**config.mk**
```make
export PLATFORM = sky130hd
export DESIGN_NAME = crf_core
export DESIGN_NICKNAME = d
export VERILOG_FILES = /design/src/hdl/crf_pkg.sv /design/src/hdl/crf_core.sv
export VERILOG_INCLUDE_DIRS = /design/src /design/src/hdl
export SDC_FILE = /design/constraint.sdc
export NUM_CORES = 1
export LEC_CHECK = 0
export BUFFER_PORTS_ARGS = -buffer_cell sky130_fd_sc_hd__clkbuf_2
export CAP_MARGIN = 40
export CELL_PAD_IN_SITES_DETAIL_PLACEMENT = 1
export CELL_PAD_IN_SITES_GLOBAL_PLACEMENT = 2
export CORE_MARGIN = 3
export CORE_UTILIZATION = 39
export DETAILED_ROUTE_END_ITERATION = 8
export PLACE_DENSITY = 0.91
export SLEW_MARGIN = 25
export SYNTH_ARGS = -nofsm -noshare
export SYNTH_HDL_FRONTEND = slang
export SYNTH_SLANG_ARGS = --single-unit
```
**constraint.sdc**
```tcl
create_clock -name clk -period 5.4 [get_ports clk]
set_input_delay 0.81 -clock clk [delete_from_list [all_inputs] [get_ports clk]]
set_output_delay 0.81 -clock clk [all_outputs]
set_load 0.03 [all_outputs]
```
**src/hdl/crf_params.svh**
```systemverilog
// constants for the cpu register and flag unit
`ifndef CRF_PARAMS_SVH
`define CRF_PARAMS_SVH

// flag byte bit positions
`define CRF_FLAG_MASK    7
`define CRF_FLAG_USER_HI 6
`define CRF_FLAG_HALF    5
`define CRF_FLAG_USER_LO 4
`define CRF_FLAG_NEG     3
`define CRF_FLAG_ZERO    2
`define CRF_FLAG_OVF     1
`define CRF_FLAG_CARRY   0

// widths, indices and arithmetic constants
`define CRF_WORD_W       16
`define CRF_BYTE_W       8
`define CRF_REG_CNT      8
`define CRF_STACK_IDX    3'h7
`define CRF_BYTE_NIB_MSB 3
`define CRF_WORD_NIB_MSB 11
`define CRF_NIB_HI       4'h9
`define CRF_BCD_LOW_FIX  8'h06
`define CRF_BCD_HIGH_FIX 8'h60
`define CRF_BCD_HI_LIMIT 8'h99
`define CRF_STEP_ONE     16'h0001
`define CRF_STEP_TWO     16'h0002
`define CRF_EVEN_MASK    16'hFFFE

`endif

```
**src/hdl/crf_pkg.sv**
```systemverilog
// types shared by the cpu register and flag unit
package crf_pkg;

  // operation selector for the flag/arith path
  typedef enum logic [4:0] {
    CRF_OP_NONE    = 5'b00000,
    CRF_OP_ADD     = 5'b00001,
    CRF_OP_ADDC    = 5'b00010,
    CRF_OP_SUB     = 5'b00011,
    CRF_OP_SUBC    = 5'b00100,
    CRF_OP_NEG     = 5'b00101,
    CRF_OP_CMP     = 5'b00110,
    CRF_OP_AND     = 5'b00111,
    CRF_OP_OR      = 5'b01000,
    CRF_OP_XOR     = 5'b01001,
    CRF_OP_NOT     = 5'b01010,
    CRF_OP_SHL     = 5'b01011,
    CRF_OP_SHR     = 5'b01100,
    CRF_OP_ROTL    = 5'b01101,
    CRF_OP_ROTR    = 5'b01110,
    CRF_OP_DADJ_A  = 5'b01111,
    CRF_OP_DADJ_S  = 5'b10000,
    CRF_OP_INC_SM  = 5'b10001,
    CRF_OP_DEC_SM  = 5'b10010,
    CRF_OP_BIT_LD  = 5'b10011,
    CRF_OP_BIT_AND = 5'b10100,
    CRF_OP_BIT_OR  = 5'b10101,
    CRF_OP_BIT_XOR = 5'b10110,
    CRF_OP_MOVE    = 5'b10111
  } crf_op_e;

  // operand size
  typedef enum logic [1:0] {
    CRF_SZ_LOW  = 2'b00,
    CRF_SZ_HIGH = 2'b01,
    CRF_SZ_WORD = 2'b10
  } crf_size_e;

  // branch condition codes
  typedef enum logic [3:0] {
    CRF_CC_T   = 4'h0,
    CRF_CC_F   = 4'h1,
    CRF_CC_HI  = 4'h2,
    CRF_CC_LS  = 4'h3,
    CRF_CC_CC  = 4'h4,
    CRF_CC_CS  = 4'h5,
    CRF_CC_NE  = 4'h6,
    CRF_CC_EQ  = 4'h7,
    CRF_CC_VC  = 4'h8,
    CRF_CC_VS  = 4'h9,
    CRF_CC_PL  = 4'hA,
    CRF_CC_MI  = 4'hB,
    CRF_CC_GE  = 4'hC,
    CRF_CC_LT  = 4'hD,
    CRF_CC_GT  = 4'hE,
    CRF_CC_LE  = 4'hF
  } crf_cond_e;

  // flag source
  typedef enum logic [1:0] {
    CRF_FL_HOLD = 2'b00,
    CRF_FL_ALU  = 2'b01,
    CRF_FL_LOAD = 2'b10,
    CRF_FL_POP  = 2'b11
  } crf_flsrc_e;

endpackage : crf_pkg

```
**src/hdl/crf_core.sv**
```systemverilog
// programmer-visible register file, flag byte and alignment logic
// ============================================================
`timescale 1ns/1ps
`default_nettype none
`include "crf_params.svh"

module crf_core
  import crf_pkg::*;
#(
  parameter int REG_CNT = `CRF_REG_CNT
) (
  input  wire logic        clk,
  input  wire logic        rst,
  input  wire logic [15:0] reset_vector,
  input  wire logic        wr_en,
  input  wire logic [2:0]  wr_idx,
  input  wire crf_size_e   wr_size,
  input  wire logic [15:0] wr_data,
  input  wire logic [2:0]  rd_idx,
  input  wire crf_size_e   rd_size,
  input  wire logic [2:0]  addr_idx,
  input  wire logic        alu_go,
  input  wire crf_op_e     alu_op,
  input  wire logic        alu_word,
  input  wire logic [2:0]  alu_dst,
  input  wire logic [2:0]  alu_src,
  input  wire logic [7:0]  alu_imm,
  input  wire logic        alu_use_imm,
  input  wire logic [2:0]  bit_num,
  input  wire logic        bit_inv,
  input  wire logic        small_two,
  input  wire crf_flsrc_e  flag_src,
  input  wire logic [7:0]  flag_wdata,
  input  wire logic [15:0] pop_word,
  input  wire logic        push_req,
  input  wire logic        push_flags,
  input  wire logic        pop_req,
  input  wire logic        irq_entry,
  input  wire logic        ip_load,
  input  wire logic [15:0] ip_target,
  input  wire logic        ip_step,
  input  wire logic [15:0] mem_addr_in,
  input  wire logic        mem_word,
  input  wire crf_cond_e   cond_sel,
  output logic [15:0]      rd_data,
  output logic [15:0]      addr_out,
  output logic [15:0]      ip_out,
  output logic [7:0]       flag_byte_register,
  output logic [15:0]      stack_top_pointer,
  output logic [15:0]      stack_addr,
  output logic [15:0]      stack_wdata,
  output logic [15:0]      mem_addr_out,
  output logic             int_masked,
  output logic             cond_true
);

  // ==========================================================
  // elaboration checks
  initial begin
    if (REG_CNT != `CRF_REG_CNT)
      $error("crf_core: register count must be eight");
  end

  // ==========================================================
  // storage
  // general registers carry no reset: contents stay undefined
  logic [15:0] gpr_reg [`CRF_REG_CNT];
  logic [15:0] ip_reg;
  logic [7:0]  flag_reg;
  // mask bit and the rest live in separate registers: only the mask resets
  logic        flag_mask_reg;
  logic [6:0]  flag_rest_reg;
  assign flag_reg = {flag_mask_reg, flag_rest_reg};
  logic [15:0] sp_val;

  assign sp_val = gpr_reg[`CRF_STACK_IDX];

  // ==========================================================
  // arithmetic and flag generation
  logic [15:0] op_a;
  logic [15:0] op_b;
  logic [15:0] res;
  logic        c_out;
  logic        h_out;
  logic        v_out;
  logic        c_new;
  logic        h_new;
  logic        v_new;
  logic        flags_arith;
  logic        cin;
  logic [16:0] sum17;
  logic [12:0] sum13;
  logic [4:0]  sum5;
  logic [8:0]  sum9;
  logic [7:0]  src_b;
  logic        bit_sel;
  logic [7:0]  da;
  logic        msb;
  logic        res_zero;

  // operand fetch and full result compute in one combinational block
  always_comb begin
    op_a   = gpr_reg[alu_dst];
    op_b   = gpr_reg[alu_src];
    src_b  = alu_use_imm ? alu_imm : op_b[7:0];
    // byte ops act on the low half of the destination register
    if (!alu_word) begin
      op_a = {8'h00, op_a[7:0]};
      op_b = {8'h00, src_b};
    end
    res    = op_a;
    c_new  = flag_reg[`CRF_FLAG_CARRY];
    h_new  = flag_reg[`CRF_FLAG_HALF];
    v_new  = 1'b0;
    flags_arith = 1'b1;
    cin    = 1'b0;
    sum17  = 17'h00000;
    sum13  = 13'h0000;
    sum5   = 5'h00;
    sum9   = 9'h000;
    bit_sel = op_a[bit_num] ^ bit_inv;
    da     = op_a[7:0];
    case (alu_op)
      CRF_OP_ADD, CRF_OP_ADDC: begin
        cin   = (alu_op == CRF_OP_ADDC) ? flag_reg[`CRF_FLAG_CARRY] : 1'b0;
        sum17 = {1'b0, op_a} + {1'b0, op_b} + {16'h0000, cin};
        sum13 = {1'b0, op_a[11:0]} + {1'b0, op_b[11:0]} + {12'h000, cin};
        sum5  = {1'b0, op_a[3:0]} + {1'b0, op_b[3:0]} + {4'h0, cin};
        sum9  = {1'b0, op_a[7:0]} + {1'b0, op_b[7:0]} + {8'h00, cin};
        res   = sum17[15:0];
        c_new = alu_word ? sum17[16] : sum9[8];
        h_new = alu_word ? sum13[12] : sum5[4];
        v_new = alu_word ?
          (op_a[15] == op_b[15]) && (res[15] != op_a[15]) :
          (op_a[7] == op_b[7]) && (res[7] != op_a[7]);
      end
      CRF_OP_SUB, CRF_OP_SUBC, CRF_OP_CMP, CRF_OP_NEG: begin
        if (alu_op == CRF_OP_NEG) begin
          op_b = op_a;
          op_a = 16'h0000;
        end
        cin   = (alu_op == CRF_OP_SUBC) ? flag_reg[`CRF_FLAG_CARRY] : 1'b0;
        sum17 = {1'b0, op_a} - {1'b0, op_b} - {16'h0000, cin};
        sum13 = {1'b0, op_a[11:0]} - {1'b0, op_b[11:0]} - {12'h000, cin};
        sum5  = {1'b0, op_a[3:0]} - {1'b0, op_b[3:0]} - {4'h0, cin};
        sum9  = {1'b0, op_a[7:0]} - {1'b0, op_b[7:0]} - {8'h00, cin};
        res   = sum17[15:0];
        c_new = alu_word ? sum17[16] : sum9[8];
        h_new = alu_word ? sum13[12] : sum5[4];
        v_new = alu_word ?
          (op_a[15] != op_b[15]) && (res[15] != op_a[15]) :
          (op_a[7] != op_b[7]) && (res[7] != op_a[7]);
      end
      CRF_OP_AND: res = op_a & op_b;
      CRF_OP_OR:  res = op_a | op_b;
      CRF_OP_XOR: res = op_a ^ op_b;
      CRF_OP_NOT: res = ~op_a;
      CRF_OP_SHL: begin
        res   = {op_a[14:0], 1'b0};
        c_new = op_a[7];
      end
      CRF_OP_SHR: begin
        res   = {1'b0, op_a[15:1]};
        c_new = op_a[0];
      end
      CRF_OP_ROTL: begin
        res   = {8'h00, op_a[6:0], op_a[7]};
        c_new = op_a[7];
      end
      CRF_OP_ROTR: begin
        res   = {8'h00, op_a[0], op_a[7:1]};
        c_new = op_a[0];
      end
      CRF_OP_DADJ_A: begin
        // packed bcd: each nibble one digit, half carry used implicitly
        if (flag_reg[`CRF_FLAG_HALF] || (op_a[3:0] > `CRF_NIB_HI))
          da = da + `CRF_BCD_LOW_FIX;
        if (flag_reg[`CRF_FLAG_CARRY] || (op_a[7:0] > `CRF_BCD_HI_LIMIT)) begin
          da    = da + `CRF_BCD_HIGH_FIX;
          c_new = 1'b1;
        end
        res = {8'h00, da};
      end
      CRF_OP_DADJ_S: begin
        if (flag_reg[`CRF_FLAG_HALF])
          da = da - `CRF_BCD_LOW_FIX;
        if (flag_reg[`CRF_FLAG_CARRY])
          da = da - `CRF_BCD_HIGH_FIX;
        res = {8'h00, da};
      end
      CRF_OP_INC_SM: begin
        // word only and leaves the flags alone
        res = gpr_reg[alu_dst] + (small_two ? `CRF_STEP_TWO : `CRF_STEP_ONE);
        flags_arith = 1'b0;
      end
      CRF_OP_DEC_SM: begin
        res = gpr_reg[alu_dst] - (small_two ? `CRF_STEP_TWO : `CRF_STEP_ONE);
        flags_arith = 1'b0;
      end
      CRF_OP_BIT_LD: begin
        c_new = bit_sel;
        flags_arith = 1'b0;
      end
      CRF_OP_BIT_AND: begin
        c_new = flag_reg[`CRF_FLAG_CARRY] & bit_sel;
        flags_arith = 1'b0;
      end
      CRF_OP_BIT_OR: begin
        c_new = flag_reg[`CRF_FLAG_CARRY] | bit_sel;
        flags_arith = 1'b0;
      end
      CRF_OP_BIT_XOR: begin
        c_new = flag_reg[`CRF_FLAG_CARRY] ^ bit_sel;
        flags_arith = 1'b0;
      end
      CRF_OP_MOVE: res = op_b;
      default: flags_arith = 1'b0;
    endcase
    msb      = alu_word ? res[15] : res[7];
    res_zero = alu_word ? (res == 16'h0000) : (res[7:0] == 8'h00);
    c_out = c_new;
    h_out = h_new;
    v_out = v_new;
  end

  // ==========================================================
  // general register writes
  // byte writes keep the other half untouched
  logic        res_write;
  assign res_write = alu_go && (alu_op != CRF_OP_CMP) &&
                     (alu_op < CRF_OP_BIT_LD || alu_op == CRF_OP_MOVE);

  always_ff @(posedge clk) begin
    if (wr_en) begin
      case (wr_size)
        CRF_SZ_WORD: gpr_reg[wr_idx]       <= wr_data;
        CRF_SZ_HIGH: gpr_reg[wr_idx][15:8] <= wr_data[7:0];
        CRF_SZ_LOW:  gpr_reg[wr_idx][7:0]  <= wr_data[7:0];
        default:     gpr_reg[wr_idx]       <= wr_data;
      endcase
    end else if (res_write) begin
      if (alu_word || alu_op == CRF_OP_INC_SM || alu_op == CRF_OP_DEC_SM)
        gpr_reg[alu_dst] <= res;
      else
        gpr_reg[alu_dst][7:0] <= res[7:0];
    end else if (push_req) begin
      // stack moves two bytes at a time, always a whole word
      gpr_reg[`CRF_STACK_IDX] <= sp_val - `CRF_STEP_TWO;
    end else if (pop_req) begin
      gpr_reg[`CRF_STACK_IDX] <= sp_val + `CRF_STEP_TWO;
    end
  end

  // ==========================================================
  // flag byte register
  // only the mask bit has a reset value; others stay as they were
  always_ff @(posedge clk or posedge rst) begin
    if (rst) begin
      flag_mask_reg <= 1'b1;
    end else if (irq_entry) begin
      flag_mask_reg <= 1'b1;
    end else if (flag_src == CRF_FL_LOAD) begin
      flag_mask_reg <= flag_wdata[`CRF_FLAG_MASK];
    end else if (flag_src == CRF_FL_POP) begin
      flag_mask_reg <= pop_word[15];
    end
  end

  always_ff @(posedge clk) begin
    if (flag_src == CRF_FL_LOAD) begin
      flag_rest_reg <= flag_wdata[6:0];
    end else if (flag_src == CRF_FL_POP) begin
      flag_rest_reg <= pop_word[14:8];
    end else if (alu_go && flag_src == CRF_FL_ALU) begin
      flag_rest_reg[`CRF_FLAG_CARRY] <= c_out;
      if (flags_arith) begin
        if (alu_op <= CRF_OP_CMP)
          flag_rest_reg[`CRF_FLAG_HALF] <= h_out;
        flag_rest_reg[`CRF_FLAG_NEG]  <= msb;
        flag_rest_reg[`CRF_FLAG_ZERO] <= res_zero;
        flag_rest_reg[`CRF_FLAG_OVF]  <= v_out;
      end
    end
  end

  // ==========================================================
  // instruction pointer
  always_ff @(posedge clk or posedge rst) begin
    if (rst) begin
      ip_reg <= 16'h0000;
    end else if (ip_load) begin
      ip_reg <= ip_target & `CRF_EVEN_MASK;
    end else if (ip_step) begin
      ip_reg <= (ip_reg & `CRF_EVEN_MASK) + `CRF_STEP_TWO;
    end
  end

  // pending flag set by reset, cleared on the first clock after release; the vector is never loaded
  logic vec_pend_reg;
  always_ff @(posedge clk or posedge rst) begin
    if (rst) vec_pend_reg <= 1'b1;
    else     vec_pend_reg <= 1'b0;
  end

  // ==========================================================
  // condition evaluation
  logic fn;
  logic fz;
  logic fv;
  logic fc;
  logic cond_next;
  always_comb begin
    fn = flag_reg[`CRF_FLAG_NEG];
    fz = flag_reg[`CRF_FLAG_ZERO];
    fv = flag_reg[`CRF_FLAG_OVF];
    fc = flag_reg[`CRF_FLAG_CARRY];
    case (cond_sel)
      CRF_CC_T:  cond_next = 1'b1;
      CRF_CC_F:  cond_next = 1'b0;
      CRF_CC_HI: cond_next = !(fc | fz);
      CRF_CC_LS: cond_next = fc | fz;
      CRF_CC_CC: cond_next = !fc;
      CRF_CC_CS: cond_next = fc;
      CRF_CC_NE: cond_next = !fz;
      CRF_CC_EQ: cond_next = fz;
      CRF_CC_VC: cond_next = !fv;
      CRF_CC_VS: cond_next = fv;
      CRF_CC_PL: cond_next = !fn;
      CRF_CC_MI: cond_next = fn;
      CRF_CC_GE: cond_next = !(fn ^ fv);
      CRF_CC_LT: cond_next = fn ^ fv;
      CRF_CC_GT: cond_next = !(fz | (fn ^ fv));
      CRF_CC_LE: cond_next = fz | (fn ^ fv);
      default:   cond_next = 1'b0;
    endcase
  end

  // ==========================================================
  // registered outputs
  logic [15:0] rd_raw;
  always_comb begin
    rd_raw = gpr_reg[rd_idx];
    case (rd_size)
      CRF_SZ_HIGH: rd_raw = {8'h00, gpr_reg[rd_idx][15:8]};
      CRF_SZ_LOW:  rd_raw = {8'h00, gpr_reg[rd_idx][7:0]};
      default:     rd_raw = gpr_reg[rd_idx];
    endcase
  end

  always_ff @(posedge clk or posedge rst) begin
    if (rst) begin
      rd_data            <= 16'h0000;
      addr_out           <= 16'h0000;
      ip_out             <= 16'h0000;
      flag_byte_register <= 8'h00;
      stack_top_pointer  <= 16'h0000;
      stack_addr         <= 16'h0000;
      stack_wdata        <= 16'h0000;
      mem_addr_out       <= 16'h0000;
      int_masked         <= 1'b1;
      cond_true          <= 1'b0;
    end else begin
      rd_data            <= rd_raw;
      addr_out           <= gpr_reg[addr_idx];
      ip_out             <= ip_reg & `CRF_EVEN_MASK;
      flag_byte_register <= flag_reg;
      stack_top_pointer  <= sp_val;
      // push address is the word below the current top
      stack_addr <= (push_req ? sp_val - `CRF_STEP_TWO : sp_val)
                    & `CRF_EVEN_MASK;
      stack_wdata <= push_flags ? {flag_reg, flag_reg}
                                : gpr_reg[alu_src];
      mem_addr_out <= mem_word ? (mem_addr_in & `CRF_EVEN_MASK)
                               : mem_addr_in;
      int_masked <= flag_reg[`CRF_FLAG_MASK];
      cond_true  <= cond_next;
    end
  end

  // reset vector only compared with ip_reg; the result drives nothing
  logic unused_vec;
  assign unused_vec = vec_pend_reg & (reset_vector != ip_reg);

endmodule : crf_core
`default_nettype wire

```
# After elaboration in Yosys (flattened, before gate mapping)
# Memory sizes are Yosys's and may differ from the RTL's. A register that Yosys moved wholly into a read port is not among the register bits.
# Cells that the tools add are included.
# totals
input_bits	144
latchBits	0
wordCells	253
mem_count	1
ramBits	128
register_bits	128
output_inout_bits	122
rom_bits	0
# memory_table
name	words	word_bits	rd	rd_clocked_by_memory_dff	write_ports	line_no	source
gpr_reg	8	16	5	1	1	crf_core.sv:67	logic [15:0] gpr_reg [`CRF_REG_CNT];
# op_classes
eq_ne	54
div_mod_pow	0
reduce_logical	43
order_cmp	5
n_addsub	25
n_shift	0
mul	0
bitwise_logic	17
muxes	93
# ops
op	n
$pmux 16 s15	1
$mux 16	13
$mux 8	12
$mux 1	52
$eq 5x4->1 const B	8
$eq 5x5->1 const B	8
$add 16x2->16 const B	2
$eq 4x4->1 const B	8
$pmux 16 s2	1
$reduce_or 16->1	2
$eq 5x3->1 const B	4
$add 16x16->17	1
$add 17x1->17	1
$reduce_or 17->1	1
$sub 16x16->17	1
$sub 17x1->17	1
$add 16x16->16	1
$and 16x16->16	1
$eq 4x3->1 const B	4
$logic_not 16->1	1
$not 16->16	1
$or 16x16->16	1
$pmux 1 s16	1
$sub 16x2->16	1
59 further kinds	110

# Longest topological paths before layout
# An unclocked memory read counts as a cell.
# depth
depth_word	15
ltp_mapped	23
mapped_depth_nobuf	20

# Worst setup path before layout
# Ideal clock, no wire load.
# synth_timing
kind	input-to-reg
start	input alu_src[2]
end	memory gpr_reg[0][10] (data pin)
required_time_ps	5117
cell_stages	20
t_arrival_ps	5293
n_path_buf	3
setup_slack_ps	-176
path_cell_list	clkbuf_1 -> buf_1 -> buf_2 -> mux2i_1 -> mux4_2 -> nor2_1 -> a21oi_1 -> a21oi_1 -> ha_1 -> inv_1 -> ha_1 -> and2_1 -> a221o_1 -> a221oi_1 -> o21ai_0 -> xor2_1 -> a221oi_1 -> a32oi_1 -> nor2_1 -> a221oi_1
# synth_between
elab_chain_len	10
# synth_rtl
item	line_no	source
from (decl)	crf_core.sv:26	input wire logic [2:0] alu_src,
$mem_v2 8x16 (*)	--	
$mux 8	crf_core.sv:105	src_b = alu_use_imm ? alu_imm : op_b[7:0];
$mux 16 (*)	crf_core.sv:107	if (!alu_word) begin
$mux 16	crf_core.sv:138	if (alu_op == CRF_OP_NEG) begin
$mux 16	crf_core.sv:123	case (alu_op)
$sub 16x16->17	crf_core.sv:143	sum17 = {1'b0, op_a} - {1'b0, op_b} - {16'h0000, cin};
$sub 17x1->17	crf_core.sv:143	
$pmux 16 s15 (*)	crf_core.sv:123	
$mux 16 (no line) (*) (2 in series)	--	
to (decl)	crf_core.sv:67	
# Mark *: on every way between the ends. The rest lies on a longest branch, timed or not. The select of a mux whose other input is x is not followed.

# Final worst setup path
# layout_timing
start	input alu_dst[1]
end	memory gpr_reg[3][14] (data pin)
# layout_between
elab_chain_len	9
# layout_rtl
item	line_no	source
from (decl)	crf_core.sv:25	input wire logic [2:0] alu_dst,
$mem_v2 8x16 (*)	--	
$mux 16	crf_core.sv:107	
$mux 16	crf_core.sv:138	
$mux 16	crf_core.sv:123	
$sub 16x16->17	crf_core.sv:143	
$sub 17x1->17	crf_core.sv:143	
$pmux 16 s15 (*)	crf_core.sv:123	
$mux 16 (no line) (*) (2 in series)	--	
# Marked as above.

==> out/results.ini <==
[logic_synthesis]
synthTopCellsByArea = edfxtp_1, dfrtp_1, mux4_2, ha_1, nand2_1
post_synth.cell_area_avg_um2 = 10.97
synth-seq-cells = 271
synthArstFlopShare_pct = 50.18
yosysTopAreaCellShare_pct = 21.00
synth_flop_cell = edfxtp_1
ys_seq_area_share_pct = 38.64
yosysTopAreaCell = edfxtp_1
ys_warn_count = 0
synth_edf_count = 135
yosysUniqueCellTypes = 88
syn_area_um2 = 19300
syn_inst = 1760

[power_and_ir_drop]
clockPowerShare_pct = 27.8
switching_share_pct = 35.73
leakagePower_uw = 0.01041
power.internal_uw = 4531
p_seq_share_pct = 34.9
pwr-share-comb_pct = 37.3
power_density_nw_per_um2 = 290.8
vdd_ir_drop_max_uv = 263.0
switchingPower_uw = 2519

[worst_setup_path]
crit_path_end_kind = flop
critPathMaxFanout = 8
worst-setup-path-type = in -> reg
cp_top_family = buffers and inverters
path_buf_inv = 9
slowest_delay_ns = 0.54
cpMostUsedCell = buf_4
start_kind = input port
path_cells = clkbuf_2 -> buf_12 -> buf_4 -> mux4_2 -> mux2_2 -> nand2_1 -> inv_1 -> nand2_1 -> o21ai_0 -> ha_1 -> inv_1 -> ha_1 -> buf_4 -> nor2_1 -> o21ai_0 -> nand2_1 -> o21bai_2 -> mux2i_1 -> o21ai_0 -> o22ai_1 -> buf_4 -> buf_4 -> o221ai_1 -> buf_4
arrival_ns = 5.62
worstPathRequired_ns = 5.71
cp_slowest_cell = mux4_2

[layout]
final_common_cell = buf_4
synthToLayoutAreaGrowth_pct = 25.60
final_core_util_pct = 50.15
drive_above_1_share_pct = 35.10
largest_reg_flops = 128
diodes = 0
layout_common_cells = buf_4, clkbuf_2, nand2_1
num-nets-final = 2459

[timing]
final.setup.worst_slack_ns = 0.09192
finalCritPeriodShare_pct = 98.30
tightestPinTransition_ns = 0.8826
rsz0062_at_grt = true
fmax_mhz = 188.4
final-hold-violation-count = 0
finalCriticalPeriod_ns = 5.308
relSlewSlack_pct = 41.16
setup_violations = 0
report.final.slew_viol_count = 0
clock_skew_ns = 0.01767

[cts]
clock_latency_ns = 0.57
clk_pin_slew_ns = 0.06
clockBufferDepth = 3
numClockSinks = 271
cts_hold_buffers = 0
cts_made_buffers = 28
htreeDepth = 1
ctsRootBufferMaster = clkbuf_16
cts_tree = yes

[route]
drtAntennaViolNets = 0
vias_per_cell = 6.235
dr.first_iter.drc_count = 2017
wl_per_cell_um = 28.84
drcViolationCount = 0
wl_um = 83750
drt_pass1_iterations = 5
vias = 18110

[place]
dpl.hpwl_um = 64730
preCtsSetupSlack_ns = -0.7191
port_buffers = 238
gp_congestion = 0.9897

[die]
io_pins = 266
start_util_pct = 39.93
die_w_um = 228.5
row_count = 80
core_area_um2 = 48350
die_h_um = 228.5
dieArea_um2 = 52200

[flow_run]
cap_viol_max_count = 0

[global_routing]
gr-usage-all-layers_pct = 31.21
antenna_found_initial = 3
grt_max_degree = 86
gr-total-overflow = 0
grt_pass1_vias = 18890
grt_pass1_wl_um = 123200

[run_status]
outcome = complete, no violations

[hold_path]
hp-class = in -> reg

-- synth_stat cells (11+ instances only) --
cell type and n:
ha_1 84, o211ai_1 11, nand2_1 158, a221oi_1 13, mux2i_1 55, o22ai_1 19, mux4_2 111, mux2_2 33
buf_1 16, buf_4 11, nand4_1 16, xnor2_1 50, mux4_1 15, nor2b_1 40, nand3_1 42, o21ai_0 89
xor2_1 38, or3_1 16, dfrtp_1 134, o21a_1 11, a31oi_1 12, a21o_1 21, inv_1 76, a211oi_1 18
a21oi_1 85, edfxtp_1 135, nand2b_1 14, o221ai_1 16, and2_1 11, nor2_1 113, nor3_1 29, and3_1 13
buf_2 18, clkbuf_1 65
-- power by group through the flow --
stage	clock, µW	sequential, µW	combinational (µW)
after global routing	2060	2470	2790
after floorplan	0	2620	1250
final	1960	2460	2630
after detailed placement	0	2490	2550
after global placement	0	2470	2440
after CTS	1960	2450	2580
-- worst register-to-register path: cells and delay by family (launching register included) --
kind            cells  cell delay, ns
simple gates        4            0.51
mux                 2            0.81
flops               1            0.45
buf+inv             4            0.58
compound gates      8            1.96
fa+ha+maj           2            0.66
-- cell type report --
class                   count  area [µm²]
clock buffers              40       807.0
clock inverters            12       100.1
fillers                  5349       24100
inverters                  85       339.1
multi-input cells        1287       11000
flip-flops and latches    271        7460
well taps                 656       820.8
repair buffers            553        3717
-- per-layer routing --
layer,GRT usage (%),routed length (µm),vias to the layer above
met1,39.37,31400,9094
li1,-,-,7613
met5,0,13,-
met4,13.81,4676,2
met3,5.795,8075,270
met2,52.45,39590,1128
-- path summary, 6_finish.rpt --
path	endpoint	depth (start not counted)	slack, ns	startpoint
max	gpr_reg[3][14]$_DFFE_PP_	24	0.09	alu_dst[1]
min	mem_addr_out[2]$_DFF_PP0_	1	0.35	mem_addr_in[2]
max reg2reg	flag_rest_reg[2]$_DFFE_PP_	20	0.17	gpr_reg[3][6]$_DFFE_PP_
min reg2reg	int_masked$_DFF_PP1_	0	0.39	flag_mask_reg$_DFFE_PP1P_
max in group asynchronous	stack_addr[7]$_DFF_PP0_	3	3.83	rst
min in group asynchronous	mem_addr_out[7]$_DFF_PP0_	2	0.37	rst
-- logic make-up after synthesis --
kind of cell             share of synthesized area (%)
AO/OA/AOI/OAI                                    13.65
XOR/XNOR                                         3.993
adder cells (fa/ha/maj)                          6.015
buffers and inverters                            4.725
flip-flops                                       38.64
multiplexers                                     20.50
other                                          0.01943
AND/OR/NAND/NOR                                  12.45
-- per-stage QoR --
stage               TNS (ns)  power [µW]  cells  hold WS [ns]  instance area, µm²
finish                     0        7050   2904        0.3506               24250
global route         -0.5035        7317   2904        0.3332               24250
CTS                        0        6991   2900        0.3382               24160
detailed placement    -38.14        5040   2848        0.3839               23230
global placement      -25.23        4912   2833        0.3787               23050
floorplan                  0        3875   1761        0.3529               19320
-- repair_timing --
item | in CTS | in global routing
setup buffers | 0 | 1
setup endpoints to repair | 18 | 59
pin swaps | 1 | 3
resized for setup | 4 | 18
cloned | 0 | 0
No activity file was read; power rests on OpenSTA's default activity.
